## src/design/omc_pkg.sv

```systemverilog
// omc_pkg: register map, field layout and state codes of the mode control
// assumes: an 8-bit register placed in the low byte of a 32-bit bus word
package omc_pkg;

	////////////////////////////////////////////////////////////////////////
	// register map
	localparam int OMC_ADDR_W = 8;
	localparam int OMC_DATA_W = 32;
	localparam int OMC_BE_W = 4;
	localparam int OMC_REG_W = 8;
	// register index, byte address is four times it
	localparam logic [OMC_ADDR_W-1:0] OMC_CTL_INDEX = 8'h0A;
	localparam logic [OMC_ADDR_W-1:0] OMC_CTL_ADDR = 8'h28;
	localparam logic [OMC_REG_W-1:0] OMC_CTL_RESET = 8'h00;
	localparam logic [OMC_DATA_W-1:0] OMC_READ_ZERO = 32'h00000000;

	////////////////////////////////////////////////////////////////////////
	// field layout
	localparam int OMC_MODE_HI = 7;
	localparam int OMC_MODE_LO = 6;
	localparam int OMC_SKIP_HI = 5;
	localparam int OMC_SKIP_LO = 3;
	localparam int OMC_CHOP_BIT = 2;
	localparam int OMC_WAKE_BIT = 1;
	localparam int OMC_RUN_BIT = 0;

	////////////////////////////////////////////////////////////////////////
	// mode codes and skip count
	localparam logic [1:0] OMC_MODE_NORMAL1 = 2'h0;
	localparam logic [1:0] OMC_MODE_NORMAL2 = 2'h1;
	localparam logic [1:0] OMC_MODE_STANDBY1 = 2'h2;
	localparam logic [1:0] OMC_MODE_STANDBY2 = 2'h3;
	localparam int OMC_CNT_W = 4;
	localparam logic [OMC_CNT_W-1:0] OMC_SKIP_BASE = 4'h3;
	localparam logic [OMC_CNT_W-1:0] OMC_CNT_ZERO = 4'h0;
	localparam logic [OMC_CNT_W-1:0] OMC_CNT_ONE = 4'h1;

	////////////////////////////////////////////////////////////////////////
	// operating states, one-hot
	typedef enum logic [4:0] {
		OMC_ST_STOP = 5'h01,
		OMC_ST_NORMAL1 = 5'h02,
		OMC_ST_NORMAL2 = 5'h04,
		OMC_ST_STANDBY1 = 5'h08,
		OMC_ST_STANDBY2 = 5'h10
	} omc_state_t;

endpackage : omc_pkg

```

## src/design/omc_skip_counter.sv

```systemverilog
// omc_skip_counter: counts data cycles after a restart up to a target
// assumes: data_cycle is a one-cycle pulse per finished data cycle
`timescale 1ns/1ps
module omc_skip_counter
	import omc_pkg::*;
(
	input wire logic core_clk,
	input wire logic reset,
	input wire logic restart,
	input wire logic data_cycle,
	input wire logic [omc_pkg::OMC_CNT_W-1:0] target,
	output logic done
);
	import omc_pkg::*;

	logic [OMC_CNT_W-1:0] count;
	logic [OMC_CNT_W-1:0] next_count;
	wire reached;
	wire bump;

	// count saturates once the target is reached
	assign reached = (count >= target);
	assign bump = data_cycle && !reached;
	assign next_count = restart ? OMC_CNT_ZERO :
		(bump ? count + OMC_CNT_ONE : count);

	// counter and done flag
	always_ff @(posedge core_clk or posedge reset) begin
		if (reset) begin
			count <= OMC_CNT_ZERO;
			done <= 1'b0;
		end else begin
			count <= next_count;
			done <= !restart && (next_count >= target);
		end
	end

endmodule : omc_skip_counter

```

## src/design/omc_mode_ctrl.sv

```systemverilog
// omc_mode_ctrl: mode control register with avalon-mm slave and mode logic
// assumes: one 50 mhz clock, data_cycle and chopper clock synchronous to it
`timescale 1ns/1ps
// Functional notes
// - top two bits pick normal 1, normal 2, standby 1 or standby 2.
// - mode field resets to 00, the first normal mode.
// - standby skips field code plus three data cycles before threshold compare.
// - skip field resets to zero, meaning three skipped cycles.
// - bit two gates the chopper clock onto its output pin, clear at reset.
// - bit zero clear holds the stop state, set allows the selected mode.
// - bit one enables the pin flagging a standby to normal transition.
module omc_mode_ctrl
	import omc_pkg::*;
(
	input wire logic core_clk,
	input wire logic reset,
	input wire logic [omc_pkg::OMC_ADDR_W-1:0] avs_address,
	input wire logic avs_read,
	input wire logic avs_write,
	input wire logic [omc_pkg::OMC_DATA_W-1:0] avs_writedata,
	input wire logic [omc_pkg::OMC_BE_W-1:0] avs_byteenable,
	output logic [omc_pkg::OMC_DATA_W-1:0] avs_readdata,
	output logic avs_waitrequest,
	input wire logic data_cycle,
	input wire logic chopper_clock_in,
	output logic chopper_clock_output,
	output logic wake_transition_indicator_pin,
	output logic [1:0] active_mode,
	output logic in_stop,
	output logic in_standby,
	output logic threshold_compare_enable
);
	import omc_pkg::*;

	////////////////////////////////////////////////////////////////////////
	// bus slave
	logic [OMC_REG_W-1:0] operating_mode_control;
	logic [OMC_REG_W-1:0] next_control;
	logic [OMC_DATA_W-1:0] next_readdata;
	wire req;
	wire hit;
	wire take_write;
	wire first_cycle;

	// decode: one word, low byte lane only, other addresses read zero
	assign req = avs_read || avs_write;
	assign hit = (avs_address == OMC_CTL_ADDR);
	assign first_cycle = req && avs_waitrequest;
	assign take_write = avs_write && !avs_waitrequest && hit &&
		avs_byteenable[0];
	assign next_control = take_write ?
		avs_writedata[OMC_REG_W-1:0] : operating_mode_control;
	assign next_readdata = hit ?
		{{(OMC_DATA_W-OMC_REG_W){1'b0}}, operating_mode_control} :
		OMC_READ_ZERO;

	// waitrequest drops for one cycle after a request is seen
	always_ff @(posedge core_clk or posedge reset) begin
		if (reset) begin
			avs_waitrequest <= 1'b1;
			avs_readdata <= OMC_READ_ZERO;
		end else begin
			avs_waitrequest <= !first_cycle;
			if (first_cycle && avs_read) begin
				avs_readdata <= next_readdata;
			end
		end
	end

	always_ff @(posedge core_clk or posedge reset) begin
		if (reset) begin
			operating_mode_control <= OMC_CTL_RESET;
		end else begin
			operating_mode_control <= next_control;
		end
	end

	////////////////////////////////////////////////////////////////////////
	// field views
	wire [1:0] mode_field;
	wire [2:0] skip_field;
	wire chop_enable;
	wire wake_enable;
	wire run_enable;
	wire [OMC_CNT_W-1:0] skip_target;

	assign mode_field = operating_mode_control[OMC_MODE_HI:OMC_MODE_LO];
	assign skip_field = operating_mode_control[OMC_SKIP_HI:OMC_SKIP_LO];
	assign chop_enable = operating_mode_control[OMC_CHOP_BIT];
	assign wake_enable = operating_mode_control[OMC_WAKE_BIT];
	assign run_enable = operating_mode_control[OMC_RUN_BIT];
	// skipped cycles are code plus three
	assign skip_target = OMC_SKIP_BASE + {1'b0, skip_field};

	////////////////////////////////////////////////////////////////////////
	// operating state
	omc_state_t state;
	omc_state_t next_state;
	wire was_standby;
	wire will_standby;
	wire will_normal;
	wire standby_entry;
	wire wake_event;
	wire skip_done;

	// stop unless run bit set, else the coded mode
	always_comb begin
		next_state = OMC_ST_STOP;
		if (run_enable) begin
			unique case (mode_field)
				OMC_MODE_NORMAL1: next_state = OMC_ST_NORMAL1;
				OMC_MODE_NORMAL2: next_state = OMC_ST_NORMAL2;
				OMC_MODE_STANDBY1: next_state = OMC_ST_STANDBY1;
				OMC_MODE_STANDBY2: next_state = OMC_ST_STANDBY2;
			endcase
		end
	end

	assign was_standby = (state == OMC_ST_STANDBY1) ||
		(state == OMC_ST_STANDBY2);
	assign will_standby = (next_state == OMC_ST_STANDBY1) ||
		(next_state == OMC_ST_STANDBY2);
	assign will_normal = (next_state == OMC_ST_NORMAL1) ||
		(next_state == OMC_ST_NORMAL2);
	// any change into a standby mode restarts the skip count
	assign standby_entry = will_standby && (next_state != state);
	// standby to normal move, shown only when enabled
	assign wake_event = was_standby && will_normal && wake_enable;

	// state register
	always_ff @(posedge core_clk or posedge reset) begin
		if (reset) begin
			state <= OMC_ST_STOP;
		end else begin
			state <= next_state;
		end
	end

	// ignored data cycles counted from standby entry
	omc_skip_counter omc_skip_counter_inst (
		.core_clk(core_clk),
		.reset(reset),
		.restart(standby_entry || !will_standby),
		.data_cycle(data_cycle),
		.target(skip_target),
		.done(skip_done)
	);

	////////////////////////////////////////////////////////////////////////
	// registered outputs
	wire next_chop;
	wire next_compare;

	// chopper clock passes only while enabled
	assign next_chop = chop_enable && chopper_clock_in;
	// compare only in standby after the skipped cycles
	// drops at once on leaving or re-entering standby, no stale pulse
	assign next_compare = will_standby && !standby_entry && skip_done;

	// outputs straight from flops
	always_ff @(posedge core_clk or posedge reset) begin
		if (reset) begin
			chopper_clock_output <= 1'b0;
			wake_transition_indicator_pin <= 1'b0;
			active_mode <= OMC_MODE_NORMAL1;
			in_stop <= 1'b1;
			in_standby <= 1'b0;
			threshold_compare_enable <= 1'b0;
		end else begin
			chopper_clock_output <= next_chop;
			wake_transition_indicator_pin <= wake_event;
			active_mode <= mode_field;
			in_stop <= !run_enable;
			in_standby <= will_standby;
			threshold_compare_enable <= next_compare;
		end
	end

endmodule : omc_mode_ctrl

```

## config.mk

```make
export PLATFORM = sky130hd
export DESIGN_NAME = omc_mode_ctrl
export DESIGN_NICKNAME = d
export VERILOG_FILES = /design/src/design/omc_pkg.sv /design/src/design/omc_skip_counter.sv /design/src/design/omc_mode_ctrl.sv
export SDC_FILE = /design/constraint.sdc
export NUM_CORES = 1
export LEC_CHECK = 0
export ABC_CLOCK_PERIOD_IN_PS = 3700
export BUFFER_PORTS_ARGS = -buffer_cell sky130_fd_sc_hd__buf_2
export CORE_ASPECT_RATIO = 1.2
export CORE_MARGIN = 2
export CORE_UTILIZATION = 44
export CTS_CLUSTER_DIAMETER = 150
export DETAILED_ROUTE_END_ITERATION = 12
export GPL_TIMING_DRIVEN = 0
export PLACE_DENSITY = 0.88
export SLEW_MARGIN = 10
export SYNTH_ARGS = -nofsm -noshare
export SYNTH_HDL_FRONTEND = slang
export SYNTH_SLANG_ARGS = --single-unit
```

## constraint.sdc

```tcl
create_clock -name core_clk -period 3.7 [get_ports core_clk]
set_clock_uncertainty 0.1 [all_clocks]
set_input_delay 0.37 -clock core_clk [delete_from_list [all_inputs] [get_ports core_clk]]
set_output_delay 0.37 -clock core_clk [all_outputs]
set_load 0.02 [all_outputs]
```

After elaboration in Yosys (flattened, before gate mapping)

Index checks and enable logic that the tools add are counted.

Bits in registers: 58
Output and inout bits: 40
Word-level logic and storage cells: 58

$lt $le $gt $ge: 2
Eq/ne operators: 11
Muxes and demuxes: 5
Add/sub/neg operators: 2
Reductions and logical operators: 26

Operators by type and width:

| kind                                          | number |
|---|---|
| case mux 5 bit (4 select lines)               | 1 |
| logical AND 1 bit                             | 13 |
| == test 5 x 4 -> 1 bit, second input constant | 2 |
| == test 5 bit, second input constant          | 2 |
| == test 8 x 6 -> 1 bit, second input constant | 1 |
| >= comparator 4 bit                           | 2 |
| two-way mux 4 bit                             | 2 |
| two-way mux 8 bit                             | 1 |
| zero test 1 bit                               | 7 |
| == test 5 x 2 -> 1 bit, second input constant | 1 |
| == test 5 x 3 -> 1 bit, second input constant | 1 |
| logical OR 1 bit                              | 5 |
| two-way mux 5 bit                             | 1 |
| inequality test 5 bit                         | 1 |
| adder 2 x 3 -> 4 bit, first input constant    | 1 |
| adder 4 x 1 -> 4 bit, second input constant   | 1 |
| == test 2 bit, second input constant          | 2 |
| == test 2 x 1 -> 1 bit, second input constant | 1 |
| zero test 2 bit                               | 1 |

Depth between registers and ports, before layout

Depth after elaboration: 10
Depth in mapped cells: 14
Depth with buffers taken out: 14

Hierarchy

From an unflattened synthesis, not the netlist that was laid out.

Cells, all modules: 164
Area total of the unflattened synthesis: 1,725.4 µm²

By module, submodules not included:

| module           | times used | area each (µm²) | sequential area each (µm²) | cells an instance |
|---|---|---|---|---|
| omc_mode_ctrl    | 1          | 1,322.5         | 703.2                      | 122 |
| omc_skip_counter | 1          | 402.9           | 125.1                      | 42 |

Least setup slack after synthesis

OpenSTA, ideal clock, no wires.

Path kind: reg2reg
Start: reg operating_mode_control[3]
End: reg omc_skip_counter_inst.done
Library setup time: 0.131 ns
Buffers on the path: 0
Cell stages (with the launch flop): 15
Arrival: 2.800 ns
Clock period less this slack: 3.031 ns
Slack: 0.669 ns
Data required time: 3.469 ns
Path through: dfrtp_1 inv_1 ha_1 xor2_1 ha_1 or2_2 a21oi_1 a21oi_1 xnor2_1 or2_2 ha_1 nand2b_1 a21o_1 a211oi_1 nor3_1

Longest elaborated chain between the ends: 8

Ends and longest elaborated chain:

| element                | RTL line               | RTL |
|---|---|---|
| from (decl)            | omc_mode_ctrl.sv:37    | `logic [OMC_REG_W-1:0] operating_mode_control;` |
| from (signal assigned) | omc_mode_ctrl.sv:74    | `operating_mode_control <= next_control;` |
| adder 2 x 3 -> 4 bit * | omc_mode_ctrl.sv:93    | `assign skip_target = OMC_SKIP_BASE + {1'b0, skip_field};` |
| >= comparator 4 bit    | omc_skip_counter.sv:22 | `assign reached = (count >= target);` |
| zero test 1 bit        | omc_skip_counter.sv:23 | `assign bump = data_cycle && !reached;` |
| logical AND 1 bit      | omc_skip_counter.sv:23 |  |
| two-way mux 4 bit      | omc_skip_counter.sv:25 | `(bump ? count + OMC_CNT_ONE : count);` |
| two-way mux 4 bit      | omc_skip_counter.sv:24 | `assign next_count = restart ? OMC_CNT_ZERO :` |
| >= comparator 4 bit *  | omc_skip_counter.sv:34 | `done <= !restart && (next_count >= target);` |
| logical AND 1 bit *    | omc_skip_counter.sv:34 |  |
| to (signal assigned)   | omc_skip_counter.sv:34 |  |
| to (decl)              | omc_skip_counter.sv:12 | `output logic done` |

Mark *: on every way between the ends. The rest lies on a longest branch, timed or not.
A chain may end at the register's enable or synchronous reset.

Final worst setup path

Same ends and word-level chain as after synthesis.

==> metrics.txt <==
status finished, final reports clean; FILL cells 307; worst-path fanout max 5; unrepaired setup endpoints after global routing false; Detail Route Antenna Nets 0; Setup-failing EPs final 0; worst vdd ir 0.253 mV; vias 1176; reg2reg path depth 14; DRT Wirelength 3060 um; DR iter-0 viols 34; Tmin final 3.36 ns; Synth Warn # 0; async set-reset flop share out of synthesis 100%; CTS HTree Levels 2; top cells by area, synth dfrtp_1 (46%), buf_4 (11%), ha_1 (7.5%); I/O Pins 90; power density cells 343 mW/mm^2; overall power 0.000721 W; Post-route DRC 0; Clock Pin Slew Worst Setup and Hold Paths 0.07 ns; Worst Path Buf+Inv 1; crit-path cells inv_1 > ha_1 > xor2_1 > ha_1 > or2_2 > a21oi_1 > a21oi_1 > xnor2_1 > or2_2 > ha_1 > nand2b_1 > a21o_1 > a211oi_1 > nor3_1; Final #Nets 271; Required @ worst endpoint 3.77 ns; CP delay by family, top simple AND/OR/NAND/NOR gates; Mapped Cells 143; CTS Buffer Depth 2; TNS Setup 0 ns; kind of critical path reg -> reg; Synth top cells by count dfrtp_1 (31), buf_4 (24), ha_1 (10), inv_1 (9); slowest CP cell dfrtp_1; mapped cell area 0.00167 sq mm; CP startpoint kind flop; Critical Path End Type flop; Worst path depth 14; Die Span Y 71.5 um; count leader, synth dfrtp_1; Die Footprint 0.00431 sq mm; Overflow after GRT 0; TritonCTS clock tree built; max cap viols 0; Setup Buffers After CTS 0; Max Slew Vio Count 0; leakage 1.18 nW; measured slew at the worst slew-check pin 0.659 ns; count of input and output buffers 38; cts hold-fix bufs 0; Vias/cell 4.45; 1st-pass router iterations 4; clock root buffer clkbuf_8; Post-CTS Resized 0; WL/cell 11.6 um; initial antenna violation count 0; synthesis-stage register bit count 33; share of layout cells above drive strength 1 41.0%; Worst Setup SP operating_mode_control[3]; area grow syn2layout 25.9%; Crit Reg-Reg Endpoint omc_skip_counter_inst.done; largest net degree at the start of global routing 34; FF-to-FF Start operating_mode_control[3]; Final Hold Fails 0; standard-cell rows 24; gpl congestion 0.792; initial core utilization 46.0%; fmax 0.298 GHz; leading area contributor after synthesis dfrtp_1; post-synth top area share 46.4%; total CTS buffers 5; register area share after synthesis 49.5%; crit path to omc_skip_counter_inst.done; period utilisation layout 90.8%; Die Width 60.3 um; Crit path arrival time 3.43 ns; Avg Synthesized Cell Area 11.7 sq um; min-delay worst type in -> async; clk sinks 33; Worst path most repeated cell ha_1; clock latency at the later pin of the worst-skew pair 0.29 ns; R2R Setup Slk 0.34 ns; core area 0.00363 sq mm; most used flip-flop cell after synthesis dfrtp_1; first-pass GRT wire length 4810 um; crit-path max cell delay 0.42 ns; number of global-route vias before repair 1117; hpwl dp 2400 um; Max-slew headroom 56.0%; synth unique cells 31; Post-synth EDFFs 0; GRT Total Usage 15.2%; diode count 0
[worst min path at each step]
stage / startpoint / end / slack (ns) / cells after the start
floorplan: avs_read / avs_waitrequest / 0.33 / 1
global placement: omc_skip_counter_inst.done / threshold_compare_enable / 0.36 / 2
detailed placement: omc_skip_counter_inst.done / threshold_compare_enable / 0.37 / 2
CTS: avs_read / avs_waitrequest / 0.16 / 2
global route: reset / active_mode[0] / 0.13 / 2
finish: reset / wake_transition_indicator_pin / 0.06 / 2
[cell usage in the layout (no fill, tap or decap), drive strengths merged]
master / synthesis / final
a21oi: 3 / 3
and3: 1 / 1
and2: 2 / 2
xnor2: 1 / 1
nor2: 8 / 8
nand3b: 1 / 1
a21o: 1 / 1
dfrtp: 31 / 31
a211oi: 1 / 1
ha: 10 / 10
xor2: 2 / 2
conb: 1 / 24
clkinvlp: 0 / 3
mux2i: 1 / 1
nand2: 4 / 4
mux2: 9 / 9
dfstp: 2 / 2
nand3: 2 / 2
nand2b: 3 / 3
inv: 9 / 9
a22o: 8 / 8
nor3b: 1 / 1
nor4b: 3 / 3
or3: 2 / 2
nor3: 4 / 4
clkbuf: 0 / 5
or2: 2 / 2
o21ai: 5 / 5
buf: 25 / 63
nor2b: 1 / 1
[final cells by class]
| cell class | count | area (sq um) | area share [%] |
|---|---|---|---|
| Tap cell | 52 | 65.1 | 3.09 |
| Buffer | 25 | 191 | 9.09 |
| Timing Repair Buffer | 38 | 190 | 9.03 |
| Clock buffer | 5 | 68.8 | 3.27 |
| Clock inverter | 3 | 22.5 | 1.07 |
| Sequential cell | 33 | 828 | 39.3 |
| Multi-Input combinational cell | 99 | 706 | 33.5 |
| Inverter | 9 | 33.8 | 1.60 |
[per-layer routing]
layer	vias up	global-route usage, %	part of all wire [%]
met1	549	17.3	38
met4	0	6.67	1.8
met5	-	0	0
met3	6	4.87	7.5
met2	48	25.5	53
li1	573	-	-
[power breakdown]
part	total, W	switching (W)	internal [W]
Clock	0.000274	0.000143	0.000132
Sequential	0.000368	0.00000326	0.000365
Combinational	0.0000789	0.0000464	0.0000326
[stage by stage]
step	hold WS, ns	utilization [%]	setup slack, ns	std cells	instance area (sq um)
detailed placement	0.368	55.4	0.395	256	2010
global route	0.132	58.0	0.114	264	2110
floorplan	0.333	-	0.669	166	1760
global placement	0.358	55.4	0.456	256	2010
CTS	0.158	58.0	0.324	264	2110
finish	0.0617	58.0	0.341	264	2110
[kinds of logic after synthesis]
| logic type | synth area share, % |
|---|---|
| and+or+nand+nor | 11.8 |
| buffers and inverters | 13.5 |
| DFF | 49.5 |
| AOI/OAI and AO/OA | 7.48 |
| adders and majority gates | 7.48 |
| muxes | 8.45 |
| xor gates and xnor gates | 1.57 |
| other | 0.224 |
[flip-flops by register name (all words and copies together), names as in the netlist, 2 cells and up]
| signal | cells |
|---|---|
| avs_readdata | 8 |
| state | 5 |
| operating_mode_control | 8 |
| active_mode | 2 |
| omc_skip_counter_inst.count | 4 |
(Power assumes the default switching activity.)
